## src/pkg/reclose_pkg.sv

```systemverilog
package reclose_pkg;
	// register word offsets (byte addresses)
	localparam logic [7:0] CTRL_ADDR = 8'h00;
	localparam logic [7:0] STATUS_ADDR = 8'h04;
	localparam logic [7:0] FAIL_COUNT_ADDR = 8'h08;
	// control register fields
	localparam int LIMIT_W = 16;
	localparam int LIMIT_LSB = 0;
	localparam int OFF_BIT = 16;
	localparam int PERMIT_FORCE_BIT = 17;
	localparam int SHOT_LSB = 18;
	localparam int SHOT_W = 3;
	// status register fields
	localparam int ST_SEALED_BIT = 0;
	localparam int ST_FAIL_BIT = 1;
	localparam int ST_QUAL_BIT = 2;
	localparam int ST_WINDOW_BIT = 3;
	localparam int ST_ACCUM_LSB = 16;
	// reset values: permit forced true, limit zero, off clear, shots disabled
	localparam logic [LIMIT_W-1:0] LIMIT_RST = 16'h0000;
	localparam logic PERMIT_FORCE_RST = 1'b1;
	localparam logic OFF_RST = 1'b0;
	localparam logic [SHOT_W-1:0] SHOT_RST = 3'h0;
	localparam logic [SHOT_W-1:0] SHOT_MIN = 3'h1;
	localparam logic [SHOT_W-1:0] SHOT_MAX = 3'h4;
	// limit time is held in hundredths of a power-system cycle
	localparam int HUNDREDTHS_PER_CYCLE = 100;
	localparam int INTERVALS_PER_CYCLE = 4;
	localparam int FAIL_COUNT_W = 16;
endpackage

```

## src/core/limit_timer.sv

```systemverilog
`timescale 1ns/1ns
module limit_timer #(
	parameter int WIDTH = 16,
	parameter int STEP = 25
) (
	input wire logic core_clk,
	input wire logic reset_n,
	input wire logic tick,
	input wire logic load,
	input wire logic run,
	input wire logic [WIDTH-1:0] limit,
	output logic expired,
	output logic [WIDTH-1:0] accum
);
	localparam logic [WIDTH:0] STEP_W = (WIDTH + 1)'(STEP);
	logic [WIDTH-1:0] accum_q;
	logic [WIDTH-1:0] accum_d;
	logic [WIDTH:0] sum;

	always_comb begin
		sum = {1'b0, accum_q} + STEP_W;
		accum_d = accum_q;
		if (tick) begin
			if (load) begin
				accum_d = '0;
			end else if (run && !expired) begin
				accum_d = sum[WIDTH] ? '1 : sum[WIDTH-1:0];
			end
		end
	end

	// elapsed time after this interval reaches the limit
	assign expired = run && (sum >= {1'b0, limit});
	assign accum = accum_q;

	always_ff @(posedge core_clk or negedge reset_n) begin
		if (!reset_n) begin
			accum_q <= '0;
		end else begin
			accum_q <= accum_d;
		end
	end
endmodule

```

## src/core/reclose_supervision.sv

```systemverilog
`timescale 1ns/1ns
module reclose_supervision (
	input wire logic core_clk,
	input wire logic reset_n,
	input wire logic interval_tick,
	input wire logic open_interval_timeout,
	input wire logic reclose_permit_condition,
	input wire logic close_output,
	input wire logic lockout_state_flag,
	input wire logic breaker_closed_status,
	input wire logic reclose_initiate,
	input wire logic open_interval_stall,
	input wire logic [7:0] reg_addr,
	input wire logic [31:0] reg_wdata,
	input wire logic reg_wr,
	input wire logic reg_rd,
	output logic [31:0] reg_rdata,
	output logic qualified_timeout,
	output logic supervision_failure_pulse,
	output logic lockout_request,
	output logic open_interval_advance
);
	import reclose_pkg::*;

	localparam int STEP = HUNDREDTHS_PER_CYCLE / INTERVALS_PER_CYCLE;

	// configuration registers
	logic [LIMIT_W-1:0] limit_q;
	logic [LIMIT_W-1:0] limit_d;
	logic off_q;
	logic off_d;
	logic permit_force_q;
	logic permit_force_d;
	logic [SHOT_W-1:0] shot_q;
	logic [SHOT_W-1:0] shot_d;
	logic [31:0] rdata_q;
	logic [31:0] rdata_d;
	logic [FAIL_COUNT_W-1:0] fail_count_q;
	logic [FAIL_COUNT_W-1:0] fail_count_d;

	// supervision state
	logic seal_q;
	logic seal_d;
	logic fail_q;
	logic fail_d;
	logic qual_q;
	logic qual_d;
	logic ri_prev_q;
	logic ri_prev_d;

	logic permit;
	logic single_mode;
	logic ri_rise;
	logic seal_ok;
	logic seal_clear;
	logic seal_set;
	logic timer_load;
	logic timer_run;
	logic timer_expired;
	logic [LIMIT_W-1:0] timer_accum;
	logic shots_enabled;

	// forced-true permit keeps the default path free of supervision
	assign permit = permit_force_q | reclose_permit_condition;
	assign single_mode = (limit_q == LIMIT_RST) && !off_q;
	assign ri_rise = reclose_initiate && !ri_prev_q;

	// conditions under which a time-out may seal in
	assign seal_ok = !close_output && !lockout_state_flag && !breaker_closed_status
		&& !ri_rise && !fail_q;

	assign seal_clear = close_output || lockout_state_flag || breaker_closed_status
		|| ri_rise || permit || fail_q;

	assign seal_set = !single_mode && open_interval_timeout && seal_ok;

	assign timer_load = seal_set && !seal_q;
	assign timer_run = seal_q && !off_q;
	assign shots_enabled = (shot_q >= SHOT_MIN) && (shot_q <= SHOT_MAX);

	limit_timer #(
		.WIDTH(LIMIT_W),
		.STEP(STEP)
	) u_limit_timer (
		.core_clk(core_clk),
		.reset_n(reset_n),
		.tick(interval_tick),
		.load(timer_load),
		.run(timer_run),
		.limit(limit_q),
		.expired(timer_expired),
		.accum(timer_accum)
	);

	// evaluation once per processing interval
	always_comb begin
		seal_d = seal_q;
		fail_d = fail_q;
		qual_d = qual_q;
		ri_prev_d = ri_prev_q;
		if (interval_tick) begin
			ri_prev_d = reclose_initiate;
			qual_d = 1'b0;
			fail_d = 1'b0;
			if (single_mode) begin
				seal_d = 1'b0;
				if (open_interval_timeout) begin
					qual_d = permit;
					fail_d = !permit;
				end
			end else begin
				if (seal_q) begin
					if (permit && !seal_clear_other()) begin
						qual_d = 1'b1;
					end else if (!permit && timer_expired && !seal_clear_other()) begin
						fail_d = 1'b1;
					end
				end else if (seal_set && permit) begin
					qual_d = 1'b1;
				end
				if (seal_set && !permit) begin
					seal_d = 1'b1;
				end else if (seal_clear) begin
					seal_d = 1'b0;
				end else if (fail_d) begin
					seal_d = 1'b0;
				end
			end
		end
	end

	// clear terms other than the permit itself
	function automatic logic seal_clear_other();
		seal_clear_other = close_output || lockout_state_flag || breaker_closed_status
			|| ri_rise || fail_q;
	endfunction

	always_ff @(posedge core_clk or negedge reset_n) begin
		if (!reset_n) begin
			seal_q <= 1'b0;
			fail_q <= 1'b0;
			qual_q <= 1'b0;
			ri_prev_q <= 1'b0;
		end else begin
			seal_q <= seal_d;
			fail_q <= fail_d;
			qual_q <= qual_d;
			ri_prev_q <= ri_prev_d;
		end
	end

	assign qualified_timeout = qual_q;
	assign supervision_failure_pulse = fail_q;
	assign lockout_request = fail_q && shots_enabled;
	assign open_interval_advance = !open_interval_stall;

	// register bus
	always_comb begin
		limit_d = limit_q;
		off_d = off_q;
		permit_force_d = permit_force_q;
		shot_d = shot_q;
		fail_count_d = fail_count_q;
		rdata_d = '0;
		if (interval_tick && fail_d && !fail_q) begin
			fail_count_d = fail_count_q + 1'b1;
		end
		if (reg_wr) begin
			case (reg_addr)
				CTRL_ADDR: begin
					limit_d = reg_wdata[LIMIT_LSB +: LIMIT_W];
					off_d = reg_wdata[OFF_BIT];
					permit_force_d = reg_wdata[PERMIT_FORCE_BIT];
					shot_d = reg_wdata[SHOT_LSB +: SHOT_W];
				end
				FAIL_COUNT_ADDR: begin
					fail_count_d = '0;
				end
				default: begin
				end
			endcase
		end
		if (reg_rd) begin
			case (reg_addr)
				CTRL_ADDR: begin
					rdata_d[LIMIT_LSB +: LIMIT_W] = limit_q;
					rdata_d[OFF_BIT] = off_q;
					rdata_d[PERMIT_FORCE_BIT] = permit_force_q;
					rdata_d[SHOT_LSB +: SHOT_W] = shot_q;
				end
				STATUS_ADDR: begin
					rdata_d[ST_SEALED_BIT] = seal_q;
					rdata_d[ST_FAIL_BIT] = fail_q;
					rdata_d[ST_QUAL_BIT] = qual_q;
					rdata_d[ST_WINDOW_BIT] = !single_mode;
					rdata_d[ST_ACCUM_LSB +: LIMIT_W] = timer_accum;
				end
				FAIL_COUNT_ADDR: begin
					rdata_d[FAIL_COUNT_W-1:0] = fail_count_q;
				end
				default: begin
					rdata_d = '0;
				end
			endcase
		end
	end

	always_ff @(posedge core_clk or negedge reset_n) begin
		if (!reset_n) begin
			limit_q <= LIMIT_RST;
			off_q <= OFF_RST;
			permit_force_q <= PERMIT_FORCE_RST;
			shot_q <= SHOT_RST;
			fail_count_q <= '0;
			rdata_q <= '0;
		end else begin
			limit_q <= limit_d;
			off_q <= off_d;
			permit_force_q <= permit_force_d;
			shot_q <= shot_d;
			fail_count_q <= fail_count_d;
			rdata_q <= rdata_d;
		end
	end

	assign reg_rdata = rdata_q;

	// checks
	AST_SINGLE_PASS: assert property (
		@(posedge core_clk) disable iff (!reset_n)
		interval_tick && single_mode && open_interval_timeout && permit
		|=> qualified_timeout && !supervision_failure_pulse)
		else $error("single check with permit did not forward time-out");

	AST_SINGLE_FAIL: assert property (
		@(posedge core_clk) disable iff (!reset_n)
		interval_tick && single_mode && open_interval_timeout && !permit
		|=> supervision_failure_pulse && !qualified_timeout)
		else $error("single check without permit did not fail");

	AST_FAIL_ONE_INTERVAL: assert property (
		@(posedge core_clk) disable iff (!reset_n)
		supervision_failure_pulse && interval_tick |=> !supervision_failure_pulse)
		else $error("failure pulse lasted more than one interval");

	AST_LOCKOUT_SHOTS: assert property (
		@(posedge core_clk) disable iff (!reset_n)
		$rose(supervision_failure_pulse) && shot_q >= SHOT_MIN && shot_q <= SHOT_MAX
		|-> lockout_request)
		else $error("failure did not request lockout");

	AST_NO_LOCKOUT_DISABLED: assert property (
		@(posedge core_clk) disable iff (!reset_n)
		shot_q == SHOT_RST |-> !lockout_request)
		else $error("lockout requested with reclosing disabled");

	AST_SEAL_BREAKER: assert property (
		@(posedge core_clk) disable iff (!reset_n)
		interval_tick && breaker_closed_status |=> !seal_q)
		else $error("seal held with breaker closed");

	AST_SEAL_RISE: assert property (
		@(posedge core_clk) disable iff (!reset_n)
		interval_tick && reclose_initiate && !ri_prev_q |=> !seal_q)
		else $error("seal held across initiate edge");

	AST_SEAL_PERMIT: assert property (
		@(posedge core_clk) disable iff (!reset_n)
		interval_tick && seal_q && permit && !seal_clear_other()
		|=> qualified_timeout && !seal_q)
		else $error("sealed time-out not forwarded on permit");

	AST_OFF_NO_FAIL: assert property (
		@(posedge core_clk) disable iff (!reset_n)
		interval_tick && off_q && !open_interval_timeout |=> !supervision_failure_pulse)
		else $error("failure while limit timer off");

	AST_STALL: assert property (
		@(posedge core_clk) disable iff (!reset_n)
		open_interval_stall |-> !open_interval_advance)
		else $error("open interval advanced while stalled");

	AST_CLOSE_NO_SEAL: assert property (
		@(posedge core_clk) disable iff (!reset_n)
		interval_tick && close_output |=> !seal_q)
		else $error("time-out sealed while close output high");

	AST_LOCKOUT_NO_SEAL: assert property (
		@(posedge core_clk) disable iff (!reset_n)
		interval_tick && lockout_state_flag |=> !seal_q)
		else $error("time-out sealed during lockout");

	AST_WINDOW_SEAL: assert property (
		@(posedge core_clk) disable iff (!reset_n)
		interval_tick && seal_set && !permit |=> seal_q)
		else $error("window mode time-out did not seal");

	AST_WINDOW_PASS: assert property (
		@(posedge core_clk) disable iff (!reset_n)
		interval_tick && seal_set && permit |=> qualified_timeout && !seal_q)
		else $error("window time-out with permit not forwarded");

	AST_WINDOW_EXPIRY: assert property (
		@(posedge core_clk) disable iff (!reset_n)
		interval_tick && seal_q && !single_mode && !permit && timer_expired
		&& !seal_clear_other() |=> supervision_failure_pulse && !qualified_timeout)
		else $error("window expiry did not fail");

	AST_NO_EARLY_FAIL: assert property (
		@(posedge core_clk) disable iff (!reset_n)
		interval_tick && !single_mode && !timer_expired |=> !supervision_failure_pulse)
		else $error("window failure before the limit was reached");

	AST_SEAL_CLEAR: assert property (
		@(posedge core_clk) disable iff (!reset_n)
		interval_tick && seal_clear |=> !seal_q)
		else $error("seal held after a clearing condition");

	AST_OFF_HOLD: assert property (
		@(posedge core_clk) disable iff (!reset_n)
		interval_tick && off_q && seal_q && !seal_clear |=> seal_q)
		else $error("seal dropped while limit timer off");

	AST_TICK_ONLY: assert property (
		@(posedge core_clk) disable iff (!reset_n)
		!interval_tick |=> $stable(qualified_timeout) && $stable(supervision_failure_pulse))
		else $error("supervision outputs changed without a tick");
endmodule

```

## config.mk

```make
export PLATFORM = sky130hd
export DESIGN_NAME = reclose_supervision
export DESIGN_NICKNAME = d
export VERILOG_FILES = /design/src/pkg/reclose_pkg.sv /design/src/core/limit_timer.sv /design/src/core/reclose_supervision.sv
export SDC_FILE = /design/constraint.sdc
export NUM_CORES = 1
export LEC_CHECK = 0
export BUFFER_PORTS_ARGS = -buffer_cell sky130_fd_sc_hd__buf_2
export CORE_MARGIN = 2
export CORE_UTILIZATION = 40
export DETAILED_ROUTE_END_ITERATION = 10
export GPL_ROUTABILITY_DRIVEN = 0
export PLACE_DENSITY = 0.67
export SLEW_MARGIN = 20
export SYNTH_ARGS = -nofsm -noshare
export SYNTH_HDL_FRONTEND = slang
export SYNTH_SLANG_ARGS = --single-unit
```

## constraint.sdc

```tcl
create_clock -name core_clk -period 3.7 [get_ports core_clk]
set_clock_uncertainty 0.2 [all_clocks]
set_input_delay 1.11 -clock core_clk [delete_from_list [all_inputs] [get_ports core_clk]]
set_output_delay 1.11 -clock core_clk [all_outputs]
set_load 0.05 [all_outputs]
```

==> flow_summary.toml <==
[cts]
htreeDepth = 3
cts_inserted_buffers = 9
cts.sinks = 89
cts_root_buf = "clkbuf_16"
clockBufferDepth = 2
cts.clk_slew.worst_paths_ns = 0.07
cts_tree = "yes"
clock_latency_ns = 0.35

[setup_path]
crit_path_cell_trace = "ha_4, a211oi_4, or3_4, or3_4, xnor2_1, ha_1, buf_4, a21oi_4, a21bo_2, o31a_1, or3_1, mux2i_1"
path_depth = 12
cp-start-kind = "register"
cp_slowest_cell = "dfrtp_2"
critPathMaxStageDelay_ns = 0.41
r2r_setup_slack_ns = 0.09
cp_top_family = "simple AND/OR/NAND/NOR gates"
path_max_fanout = 4
cp.required_ns = 3.73
cp.arrival_ns = 3.64
timing.critical_path.to_type = "register"
ff2ff_path_depth = 12
crit_buf_inv = 1
cp_common_cell = "or3_4"
criticalPathCategory = "register to register"

[place]
hpwl_um = 9184
pre_cts_ws_ns = -0.1936
port_buffers = 76

[synth]
synth_simple_gate_area_share_pct = 18.97
syn_area_um2 = 5105
synth_ff_type = "dfrtp_1"
synthMuxAreaShare_pct = 9.975
synth-seq-cells = 89
synth-adder-area-share_pct = 4.412
synth_compound_gate_area_share_pct = 15.51
synth_top_family_by_area = "simple AND/OR/NAND/NOR gates"
ys_types = 58
yosysWarnings = 0
synth_area_leader_cell = "dfrtp_1"
syn_nets = 567
ys_seq_area_share_pct = 43.65
synth_xor_xnor_area_share_pct = 2.574
synthesis.area_per_instance_um2 = 10.27
synthTopCellsByArea = "dfrtp_1, mux2i_1, a2111oi_4"
syn_inst = 497
async_flop_share_pct = 100.0
synth_edf_count = 0
synth_top_area_share_pct = 43.14

[global_routing]
grt_overflow = 0
grt_antenna_before_repair = 0
gr-usage-all-layers_pct = 19.41
grt_pass1_vias = 4221
grt_pass1_wl_um = 20530
grt_max_degree = 46

[route]
wire_per_inst_um = 16.19
post-route-drc-count = 0
routed_wl_um = 12650
vias_per_cell = 5.219
ant_nets = 0
vias = 4076
dr.pass1.iters = 4
drt_iter0_markers = 148

[timing]
period_needed_ns = 3.608
timing.final.ws_setup_ns = 0.09221
slew_headroom_pct = 55.88
tightest_slew_ns = 0.6564
setup-violations-final = 0
slew_viol_final = 0
grt_setup_unrepaired = "true"
finalHoldViolCount = 0
timing.hold.ws_ns = 0.3285
finalCritPeriodShare_pct = 97.51
clock.fmax_mhz = 277.2

[job]
max-cap-violations = 0

[layout]
mostFrequentLayoutCells = "dfrtp_1, buf_2, nand2_1"
final_common_cell = "dfrtp_1"
syn_to_final_growth_pct = 25.49
fin_nets = 674
n_fill_cell = 1156
num_antenna_cells = 0
layout-drive-gt1-share_pct = 31.20

[die]
dieWidth_um = 117.0
start_util_pct = 40.78
die_y_um = 117.0
coreArea_um2 = 12520
num_io_pins = 88
rows = 41
die_area_um2 = 13680

[min_path]
hold_path_class = "register to register"
hold_path_depth = 1

[pwr]
ir_drop_mv = 0.1784
power_density_nw_per_um2 = 367.8
power.total_mw = 2.356
leakage_nw = 2.968

[run_status]
status = "complete, no violations"
==> final cells by class <==
type	count	area (um^2)	share of cell area, %
repair buffers	123	793.3	12.38
inverters	22	82.58	1.289
clock inverters	6	66.31	1.035
well taps	172	215.2	3.359
multi-input cells	359	2778	43.36
clock buffers	10	239.0	3.730
flip-flops and latches	89	2232	34.84
==> state kept, by name, indices dropped and copies added (netlist names) <==
signal / cells
off_q: 1
supervision_failure_pulse: 1
permit_force_q: 1
u_limit_timer.accum: 16
qualified_timeout: 1
limit_q: 16
fail_count_q: 16
ri_prev_q: 1
shot_q: 3
seal_q: 1
reg_rdata: 32
==> worst paths after layout <==
kind,to,from
worst min-delay path,ri_prev_q$_DFFE_PN0P_,ri_prev_q$_DFFE_PN0P_
worst max register to register,u_limit_timer.accum[6]$_DFFE_PN0P_,u_limit_timer.accum[0]$_DFFE_PN0P_
min in group asynchronous,u_limit_timer.accum[8]$_DFFE_PN0P_,reset_n
worst max-delay path,u_limit_timer.accum[6]$_DFFE_PN0P_,u_limit_timer.accum[0]$_DFFE_PN0P_
worst min register to register,ri_prev_q$_DFFE_PN0P_,ri_prev_q$_DFFE_PN0P_
max in group asynchronous,reg_rdata[9]$_DFF_PN0_,reset_n
==> cell usage after synthesis (3+ instances only) <==
| master | n |
|---|---|
| o21ai_0 | 22 |
| clkbuf_1 | 14 |
| xor2_1 | 8 |
| and4_1 | 3 |
| nor2_1 | 47 |
| mux2i_1 | 43 |
| nand2_1 | 59 |
| a311oi_1 | 7 |
| a21oi_1 | 12 |
| a2111oi_1 | 5 |
| nand4_1 | 10 |
| inv_1 | 22 |
| and3_1 | 4 |
| nor3_1 | 5 |
| mux2_2 | 7 |
| and2_1 | 14 |
| nand2b_1 | 17 |
| xnor2_1 | 7 |
| buf_1 | 3 |
| o211ai_1 | 3 |
| a31oi_1 | 6 |
| a2111oi_4 | 10 |
| or3_1 | 3 |
| buf_6 | 3 |
| ha_1 | 18 |
| buf_4 | 4 |
| nor4_2 | 3 |
| dfrtp_1 | 88 |
| nor4_1 | 6 |
| nand3_1 | 11 |
==> report_power, final <==
part / internal (mW) / switching [mW]
Combinational: 0.174 / 0.191
Sequential: 1.01 / 0.0451
Clock: 0.543 / 0.396
==> kinds of logic (layout without fill, tap and decap cells) <==
| logic type | Yosys count | in the layout |
|---|---|---|
| XOR/XNOR | 15 | 15 |
| AND/OR/NAND/NOR | 193 | 193 |
| buffers and inverters | 49 | 161 |
| multiplexers | 50 | 50 |
| flip-flops | 89 | 89 |
| adder cells (fa/ha/maj) | 18 | 18 |
| AO/OA/AOI/OAI | 83 | 83 |
==> worst reg2reg max path: cells and delay by family, from the launching register on <==
| family | cells | cell delay, ns |
|---|---|---|
| compound gates | 4 | 0.77 |
| simple gates | 3 | 1.19 |
| buf+inv | 1 | 0.17 |
| flops | 1 | 0.41 |
| mux | 1 | 0.13 |
| fa+ha+maj | 2 | 0.48 |
| xor+xnor | 1 | 0.15 |
==> metrics by stage <==
step / cells / setup TNS (ns) / utilization (%) / instance area (um^2)
5_1_grt: 781 / -0.1696 / 51.18 / 6406
3_3_place_gp: 754 / -0.8934 / 47.14 / 5901
4_1_cts: 773 / 0 / 50.00 / 6259
3_5_place_dp: 754 / -3.178 / 47.14 / 5901
2_1_floorplan: 497 / 0 / - / 5139
6_report: 781 / 0 / 51.18 / 6406
==> per-layer routing <==
layer	GRT usage (%)	up-vias	share of wire (%)
li1	-	1974	-
met1	23.30	2014	42
met2	34.34	71	53
met3	4.377	17	3.3
met4	6.745	0	1.6
met5	0	-	0
==> timing repair <==
| action | 4_1_cts | 5_1_grt |
|---|---|---|
| hold buffers | 0 | 0 |
| setup buffers | 3 | 8 |
| gates resized for setup | 7 | 16 |
| pin swaps | 4 | 15 |
| setup endpoints to repair | 31 | 31 |
No activity file was read; power rests on OpenSTA's default activity.
